$ cat src/verilog/vdac_pkg.sv
// package for the video dac input register and level decode
// assumes one conversion clock domain; levels are in millivolts
package vdac_pkg;
  // ****************************************
  // widths
  // ****************************************
  localparam int unsigned DATA_W = 10; // data word width
  localparam int unsigned LEVEL_W = 13; // millivolt output field
  // ****************************************
  // output levels in millivolts
  // ****************************************
  localparam logic [12:0] WHITE_MV = 13'h1388; // 5000 mv, full scale
  localparam logic [12:0] BLACK_MV = 13'h0fa0; // 4000 mv, zero code
  localparam logic [12:0] BLANK_MV = 13'h0f4f; // 3919 mv
  localparam logic [12:0] SYNC_MV = 13'h0d9e; // 3486 mv, lowest level
  localparam logic [9:0] DATA_MAX = 10'h3ff; // all-ones code
  // ****************************************
  // timing
  // ****************************************
  localparam int unsigned CLK_HZ = 40000000; // system clock rate
  localparam int unsigned MAX_RATE_SPS = 25000000; // conversion ceiling
  // least clocks between words: ceil(clk / rate)
  localparam int unsigned MIN_GAP_CYC = (CLK_HZ + MAX_RATE_SPS - 1) / MAX_RATE_SPS;
  localparam logic [1:0] GAP_CYC = 2'(MIN_GAP_CYC);
  localparam logic [1:0] GAP_RST = 2'h0; // gap counter after reset
  // ****************************************
  // decode selection
  // ****************************************
  typedef enum logic [1:0] {
    VDAC_SEL_GREY = 2'b00,
    VDAC_SEL_BLANK = 2'b01,
    VDAC_SEL_SYNC = 2'b11
  } vdac_sel_t;
endpackage

$ cat src/verilog/vdac_level_map.sv
// grey-scale level mapping from a captured code
// assumes code and invert come from the input register
`timescale 1ns/10ps
`default_nettype none
module vdac_level_map (
  input wire logic [9:0] code,
  input wire logic invert,
  output logic [12:0] level_mv
);
  import vdac_pkg::*;
  // ****************************************
  // linear map
  // ****************************************
  logic [9:0] eff_code; // code after optional inversion
  logic [22:0] scaled; // code times the 1000 mv span
  // even monotonic steps, black at zero, white at all ones
  always_comb begin
    eff_code = invert ? (DATA_MAX - code) : code; // reversed grey scale
    scaled = 23'(eff_code) * 23'(WHITE_MV - BLACK_MV);
    // division rounds down; exact at both endpoints
    level_mv = BLACK_MV + 13'(scaled / 23'(DATA_MAX));
  end
endmodule
`default_nettype wire

$ cat src/verilog/vdac_input_reg.sv
// input register and level decode of a 10-bit video dac
// assumes a source synchronous to sys_clk presenting data and controls
`timescale 1ns/10ps
`default_nettype none
module vdac_input_reg (
  input wire logic sys_clk,
  input wire logic reset,
  input wire logic [vdac_pkg::DATA_W-1:0] pix_data,
  input wire logic pix_valid,
  input wire logic sync_in,
  input wire logic blank_in,
  input wire logic inverse_in,
  output logic pix_ready,
  output logic [vdac_pkg::LEVEL_W-1:0] level_mv,
  output logic [1:0] level_sel,
  output logic rate_err
);
  import vdac_pkg::*;
  // ****************************************
  // input register state
  // ****************************************
  logic [9:0] held_data; // captured pixel word
  logic held_sync; // captured sync control
  logic held_blank; // captured blank control
  logic held_inv; // captured inverse control
  logic [1:0] gap; // clocks left before next accept
  logic [9:0] next_held_data;
  logic next_held_sync;
  logic next_held_blank;
  logic next_held_inv;
  logic [1:0] next_gap;
  logic take; // word accepted this clock
  logic [12:0] grey_mv; // grey-scale level of held word
  logic [12:0] next_level_mv;
  vdac_sel_t sel; // chosen output source
  logic next_rate_err;
  // limitation: a source running faster is throttled, never queued
  // ready while the rate window allows a word
  assign pix_ready = (gap == 2'h0);
  assign take = pix_valid && pix_ready;
  // ****************************************
  // capture
  // ****************************************
  // controls ride with their pixel so effects line up
  always_comb begin
    next_held_data = held_data;
    next_held_sync = held_sync;
    next_held_blank = held_blank;
    next_held_inv = held_inv;
    next_gap = (gap != 2'h0) ? gap - 2'h1 : gap;
    next_rate_err = rate_err;
    if (take) begin
      // every bit updated together, one edge
      next_held_data = pix_data;
      next_held_sync = sync_in; // high means active
      next_held_blank = blank_in;
      next_held_inv = inverse_in;
      next_gap = GAP_CYC - 2'h1;
    end else if (pix_valid) begin
      // source ran faster than the conversion rate
      next_rate_err = 1'b1;
    end
  end
  // rising edge stands in for the falling conversion edge of the pin clock
  always_ff @(posedge sys_clk) begin
    if (reset) begin
      held_data <= 10'h000;
      held_sync <= 1'b0;
      held_blank <= 1'b0;
      held_inv <= 1'b0;
      gap <= GAP_RST;
      rate_err <= 1'b0;
    end else begin
      held_data <= next_held_data;
      held_sync <= next_held_sync;
      held_blank <= next_held_blank;
      held_inv <= next_held_inv;
      gap <= next_gap;
      rate_err <= next_rate_err;
    end
  end
  // ****************************************
  // decode
  // ****************************************
  // only the register feeds the map, never the pins
  vdac_level_map u_map (
    .code(held_data),
    .invert(held_inv),
    .level_mv(grey_mv)
  );
  // sync over blank over data; levels keep video ratios
  always_comb begin
    if (held_sync) begin
      sel = VDAC_SEL_SYNC;
      next_level_mv = SYNC_MV;
    end else if (held_blank) begin
      sel = VDAC_SEL_BLANK;
      next_level_mv = BLANK_MV;
    end else begin
      sel = VDAC_SEL_GREY;
      next_level_mv = grey_mv;
    end
  end
  // registered level: output moves one clock after capture, glitch free
  always_ff @(posedge sys_clk) begin
    if (reset) begin
      level_mv <= BLACK_MV;
      level_sel <= 2'h0;
    end else begin
      level_mv <= next_level_mv;
      level_sel <= sel;
    end
  end
  // ****************************************
  // checks
  // ****************************************
  // answers land two clocks after the take: capture, then output register
  AST_SYNC_LEVEL: assert property (@(posedge sys_clk) disable iff (reset)
    (take && sync_in) |=> ##1 (level_mv == SYNC_MV))
    else $error("sync did not give sync level");
  AST_BLANK_LEVEL: assert property (@(posedge sys_clk) disable iff (reset)
    (take && !sync_in && blank_in) |=> ##1 (level_mv == BLANK_MV))
    else $error("blank did not give blank level");
  AST_WHITE: assert property (@(posedge sys_clk) disable iff (reset)
    (take && !sync_in && !blank_in && !inverse_in && pix_data == DATA_MAX)
    |=> ##1 (level_mv == WHITE_MV))
    else $error("all ones not white");
  AST_BLACK: assert property (@(posedge sys_clk) disable iff (reset)
    (take && !sync_in && !blank_in && !inverse_in && pix_data == 10'h000)
    |=> ##1 (level_mv == BLACK_MV))
    else $error("all zeros not black");
  AST_INV_WHITE: assert property (@(posedge sys_clk) disable iff (reset)
    (take && !sync_in && !blank_in && inverse_in && pix_data == DATA_MAX)
    |=> ##1 (level_mv == BLACK_MV))
    else $error("inverse all ones not black");
  AST_HOLD: assert property (@(posedge sys_clk) disable iff (reset)
    (!take ##1 !take) |=> $stable(level_mv))
    else $error("output moved without a capture");
  AST_CAPTURE: assert property (@(posedge sys_clk) disable iff (reset)
    take |=> (held_data == $past(pix_data)) && (held_sync == $past(sync_in)))
    else $error("word and controls not captured together");
  AST_RATE: assert property (@(posedge sys_clk) disable iff (reset)
    take |=> !pix_ready)
    else $error("accepted faster than conversion rate");
  // inverse black end must reach white
  AST_INV_BLACK: assert property (@(posedge sys_clk) disable iff (reset)
    (take && !sync_in && !blank_in && inverse_in && pix_data == 10'h000)
    |=> ##1 (level_mv == WHITE_MV))
    else $error("inverse all zeros not white");
  // sync must win the selection even with blank set
  AST_SYNC_SEL: assert property (@(posedge sys_clk) disable iff (reset)
    (take && sync_in) |=> ##1 (level_sel == VDAC_SEL_SYNC))
    else $error("sync not selected");
  // blank must win over data and inverse
  AST_BLANK_SEL: assert property (@(posedge sys_clk) disable iff (reset)
    (take && !sync_in && blank_in) |=> ##1 (level_sel == VDAC_SEL_BLANK))
    else $error("blank not selected");
  // ****************************************
  // capture checks
  // ****************************************
  // blank and inverse belong to the same pixel as the data
  AST_CTRL_CAPTURE: assert property (@(posedge sys_clk) disable iff (reset)
    take |=> (held_blank == $past(blank_in)) && (held_inv == $past(inverse_in)))
    else $error("blank or inverse not captured with the word");
  // pins reach the held word only through a take
  AST_NO_PIN_PATH: assert property (@(posedge sys_clk) disable iff (reset)
    !take |=> $stable(held_data) && $stable(held_sync)
    && $stable(held_blank) && $stable(held_inv))
    else $error("held word changed without a take");
  // ****************************************
  // rate checks
  // ****************************************
  // an offer inside the gap must raise the sticky flag
  AST_ERR_SET: assert property (@(posedge sys_clk) disable iff (reset)
    (pix_valid && !pix_ready) |=> rate_err)
    else $error("refused offer did not flag");
  // only reset clears the flag
  AST_ERR_STICKY: assert property (@(posedge sys_clk) disable iff (reset)
    rate_err |=> rate_err)
    else $error("rate flag dropped without reset");
  // one idle clock only, so full rate is still reachable
  AST_READY_BACK: assert property (@(posedge sys_clk) disable iff (reset)
    !pix_ready |=> pix_ready)
    else $error("ready held low too long");
  // ****************************************
  // level order checks
  // ****************************************
  // plain scale: a higher code never gives a darker level
  AST_MONO: assert property (@(posedge sys_clk) disable iff (reset)
    (!held_inv && !$past(held_inv) && held_data > $past(held_data))
    |-> (grey_mv >= $past(grey_mv)))
    else $error("grey level fell as code rose");
  // reversed scale: a higher code never gives a brighter level
  AST_MONO_INV: assert property (@(posedge sys_clk) disable iff (reset)
    (held_inv && $past(held_inv) && held_data > $past(held_data))
    |-> (grey_mv <= $past(grey_mv)))
    else $error("inverse grey level rose as code rose");
  // grey output stays inside the one volt swing
  AST_GREY_SPAN: assert property (@(posedge sys_clk) disable iff (reset)
    (level_sel == VDAC_SEL_GREY) |-> (level_mv >= BLACK_MV && level_mv <= WHITE_MV))
    else $error("grey level outside black to white");
  // blank selection always carries the blank level
  AST_BLANK_BAND: assert property (@(posedge sys_clk) disable iff (reset)
    (level_sel == VDAC_SEL_BLANK) |-> (level_mv == BLANK_MV))
    else $error("blank selection with wrong level");
  // sync selection always carries the sync level
  AST_SYNC_BAND: assert property (@(posedge sys_clk) disable iff (reset)
    (level_sel == VDAC_SEL_SYNC) |-> (level_mv == SYNC_MV))
    else $error("sync selection with wrong level");
  // nothing may go below sync, the lowest level
  AST_SYNC_FLOOR: assert property (@(posedge sys_clk) disable iff (reset)
    (level_mv >= SYNC_MV))
    else $error("output below sync level");
endmodule
`default_nettype wire

$ cat config.mk
export PLATFORM = sky130hd
export DESIGN_NAME = vdac_input_reg
export DESIGN_NICKNAME = d
export VERILOG_FILES = /design/src/verilog/vdac_pkg.sv /design/src/verilog/vdac_level_map.sv /design/src/verilog/vdac_input_reg.sv
export SDC_FILE = /design/constraint.sdc
export NUM_CORES = 1
export LEC_CHECK = 0
export ABC_AREA = 1
export BUFFER_PORTS_ARGS = -buffer_cell sky130_fd_sc_hd__buf_2
export CORE_ASPECT_RATIO = 0.6
export CORE_MARGIN = 2
export CORE_UTILIZATION = 25
export CTS_CLUSTER_DIAMETER = 50
export DETAILED_ROUTE_END_ITERATION = 10
export GPL_TIMING_DRIVEN = 1
export SLEW_MARGIN = 40
export SYNTH_ARGS = -nofsm -noshare
export SYNTH_HDL_FRONTEND = slang
export SYNTH_SLANG_ARGS = --single-unit
export TNS_END_PERCENT = 100
$ cat constraint.sdc
create_clock -name sys_clk -period 8.4 [get_ports sys_clk]
set_input_delay 0.42 -clock sys_clk [delete_from_list [all_inputs] [get_ports sys_clk]]
set_output_delay 0.42 -clock sys_clk [all_outputs]
set_load 0.02 [all_outputs]
==> impl_metrics.tcl <==
set metrics [dict create \
    skew_ns 0.00575 \
    min-delay-start "pix_data[5]" \
    fp.dieArea_mm2 0.0245 \
    fin_worst_hold_slack_ns 0.389 \
    synth_area_leaders "nand2_1 (16%), inv_1 (11%), dfxtp_1 (11%), fa_1 (9.3%), ha_1 (9.3%)" \
    start_util_pct 25.3 \
    num-nets-final 1324 \
    drive_above_1_share_pct 45.1 \
    synth-edff-count 0 \
    violations "setup timing" \
    ioPinCount 33 \
    worstSetupPathType "flop to flop" \
    r2r_slack_ns -0.55 \
    place_hpwl_um 14400 \
    use_met3_pct 1.90 \
    drtPass1Iterations 5 \
    area_growth_pct 62.7 \
    cts_hold_buf 0 \
    endpoint_kind "flop" \
    ys_seq_elements 31 \
    die_y_um 122 \
    tns_ns -1.68 \
    ys_types 44 \
    yosys-top-cells-count "nand2_1 (254), inv_1 (167), nor2_1 (110), nand3_1 (76), ha_1 (43)" \
    vias_per_cell 4.36 \
    cts_tree "built" \
    yosys.area.top_type_share_pct 16.4 \
    diodes 0 \
    setup_slack_ns -0.554 \
    clock_path_buffers 2 \
    grt-ovfl-total 0 \
    cts_root_buf "clkbuf_16" \
    setup_viol_count_final 4 \
    die_w_um 201 \
    syn_avg_cell_area_um2 6.10 \
    row_count 43 \
    drc_errors 0 \
    timing.final.crit_share_pct 107 \
    grt.met1_usage_pct 22.8 \
    grtUsageMet2_pct 21.7 \
    busiest_layer "met1" \
    regArea_um2 622 \
    yosysTopAreaCell "nand2_1" \
    max_stage_delay_ns 0.51 \
    cts_inserted_buffers 5 \
    period_minus_slack_ns 8.95 \
    cpMostUsedCell "nand2_2" \
    grt_antenna_before_repair 0 \
    finalMaxSlewViolations 0 \
    rsz0062_at_grt "yes" \
    io_buffers 32 \
    track_usage_pct 14.6 \
    core-area_mm2 0.0229 \
    syn-cell-area_mm2 0.00580 \
    cp_slowest_cell "fa_1" \
    wl_um 18800 \
    r2r_start "held_inv" \
    ys_seq_area_share_pct 10.7 \
    finalWeightedCongestion 0.872 \
    synth_flop_cell "dfxtp_1" \
    grt_pass1_vias 6265 \
    multiInputGateArea_mm2 0.00541 \
    clock_sinks 31 \
    nFillCells 2321 \
    syn-instance-count 951 \
    worst_r2r_path_depth 64 \
    synth_async_sr_flop_share_pct 0 \
    syn-num-nets 1037 \
    grt_pass1_wl_um 30000 \
    final_util_pct 41.2 \
    hold_viol 0 \
    vias 6783 \
    layoutNonFillerInstCount 1554 \
    hold_class "input pin to flop" \
    final_antenna_net_count 0 \
    cp-start-kind "flop" \
    clk_latency_ns 0.28 \
    max_cap_viol_count 0 \
    arrival_ns 9.12 \
    dp.cells 1488 \
    cp.required_ns 8.56 \
    htree_levels 2 \
    hold_depth 3 \
    grt_max_degree 18 \
    clk_pin_slew_worst_paths_ns 0.06 \
    path_max_fanout 8 \
    drt-initial-drc-count 415 \
    synth.most_common_cell "nand2_1" \
    r2r-end "level_mv[0]" \
    fmaxAchievable_mhz 112 \
    outcome "finished, violations left" \
    worstHoldEndpoint "held_data[5]" \
    ys.warnings.count 0 \
    wl_per_cell_um 12.1 \
]
==> critical path, delay by kind of cell (launching register included) <==
kind	cells	cell delay (ns)
buffers and inverters	13	1.14
XOR/XNOR	2	0.27
AND/OR/NAND/NOR	40	4.17
flip-flops	1	0.36
AO/OA/AOI/OAI	3	0.39
adder cells (fa/ha/maj)	6	2.49
==> routing by layer <==
metal / share of wire, % / wire length, um
met1: 53 / 10100
met2: 40 / 7620
met3: 5.0 / 944
met4: 1.0 / 197
met5: 0 / 0
==> cells by family (layout without fill, tap and decap cells) <==
| group | Yosys count | after routing | synth area share (%) |
|---|---|---|---|
| and+or+nand+nor | 545 | 546 | 45.8 |
| buffers and inverters | 197 | 484 | 13.2 |
| AOI/OAI and AO/OA | 86 | 86 | 8.50 |
| adders and majority gates | 70 | 70 | 18.6 |
| DFF | 31 | 31 | 10.7 |
| xor gates and xnor gates | 21 | 21 | 3.17 |
| other | 1 | 1 | 0.0646 |
==> registers in the layout (all words and copies together), names as in the netlist <==
register	cells
gap	2
held_blank	1
held_data	10
held_inv	1
held_sync	1
level_mv	13
level_sel	2
rate_err	1
==> timing repair <==
item | CTS | global route
setup buffers | 33 | 25
pin swaps | 48 | 44
gates cloned | 1 | 0
endpoints found under the setup margin | 5 | 9
resized for setup | 158 | 100
==> worst max-delay path by stage <==
stage                  start     endpoint  slack [ns]  depth (start not counted)
floorplan           held_inv  level_mv[0]        0.02                         65
global placement    held_inv  level_mv[0]       -0.80                         57
detailed placement  held_inv  level_mv[0]       -0.88                         62
CTS                 held_inv  level_mv[0]       -0.33                         62
global route        held_inv  level_mv[0]       -1.02                         65
finish              held_inv  level_mv[0]       -0.55                         64
==> per-stage QoR <==
| step | setup slack (ns) | area (um^2) |
|---|---|---|
| after floorplan | 0.0217 | 5820 |
| after global placement | -0.802 | 7810 |
| after detailed placement | -0.879 | 7810 |
| after CTS | -0.331 | 8840 |
| after global routing | -1.02 | 9440 |
| final | -0.554 | 9440 |
==> layout make-up <==
| type | instances | area share, % |
|---|---|---|
| timing repair buffer | 289 | 22.8 |
| inverter | 187 | 7.58 |
| tap | 315 | 4.17 |
| multi-input combinational | 724 | 57.3 |
| sequential | 31 | 6.59 |
| clock inverter | 3 | 0.252 |
| clock buffer | 5 | 1.33 |
==> cells in the final DEF (no fill, tap or decap), drive strengths merged <==
| cell type | count |
|---|---|
| a21boi | 2 |
| a21oi | 24 |
| a31oi | 4 |
| and2 | 3 |
| buf | 289 |
| clkbuf | 5 |
| clkinv | 3 |
| clkinvlp | 2 |
| conb | 1 |
| dfxtp | 31 |
| fa | 27 |
| ha | 43 |
| inv | 185 |
| nand2 | 290 |
| nand3 | 89 |
| nand3b | 9 |
| nand4 | 17 |
| nor2 | 134 |
| nor3 | 2 |
| o211ai | 9 |
| o21ai | 44 |
| o21bai | 3 |
| or2 | 2 |
| xnor2 | 10 |
| xor2 | 11 |
Power is not shown: default switching activity piles up to over one toggle a cycle in this logic, so the estimate is an artifact.
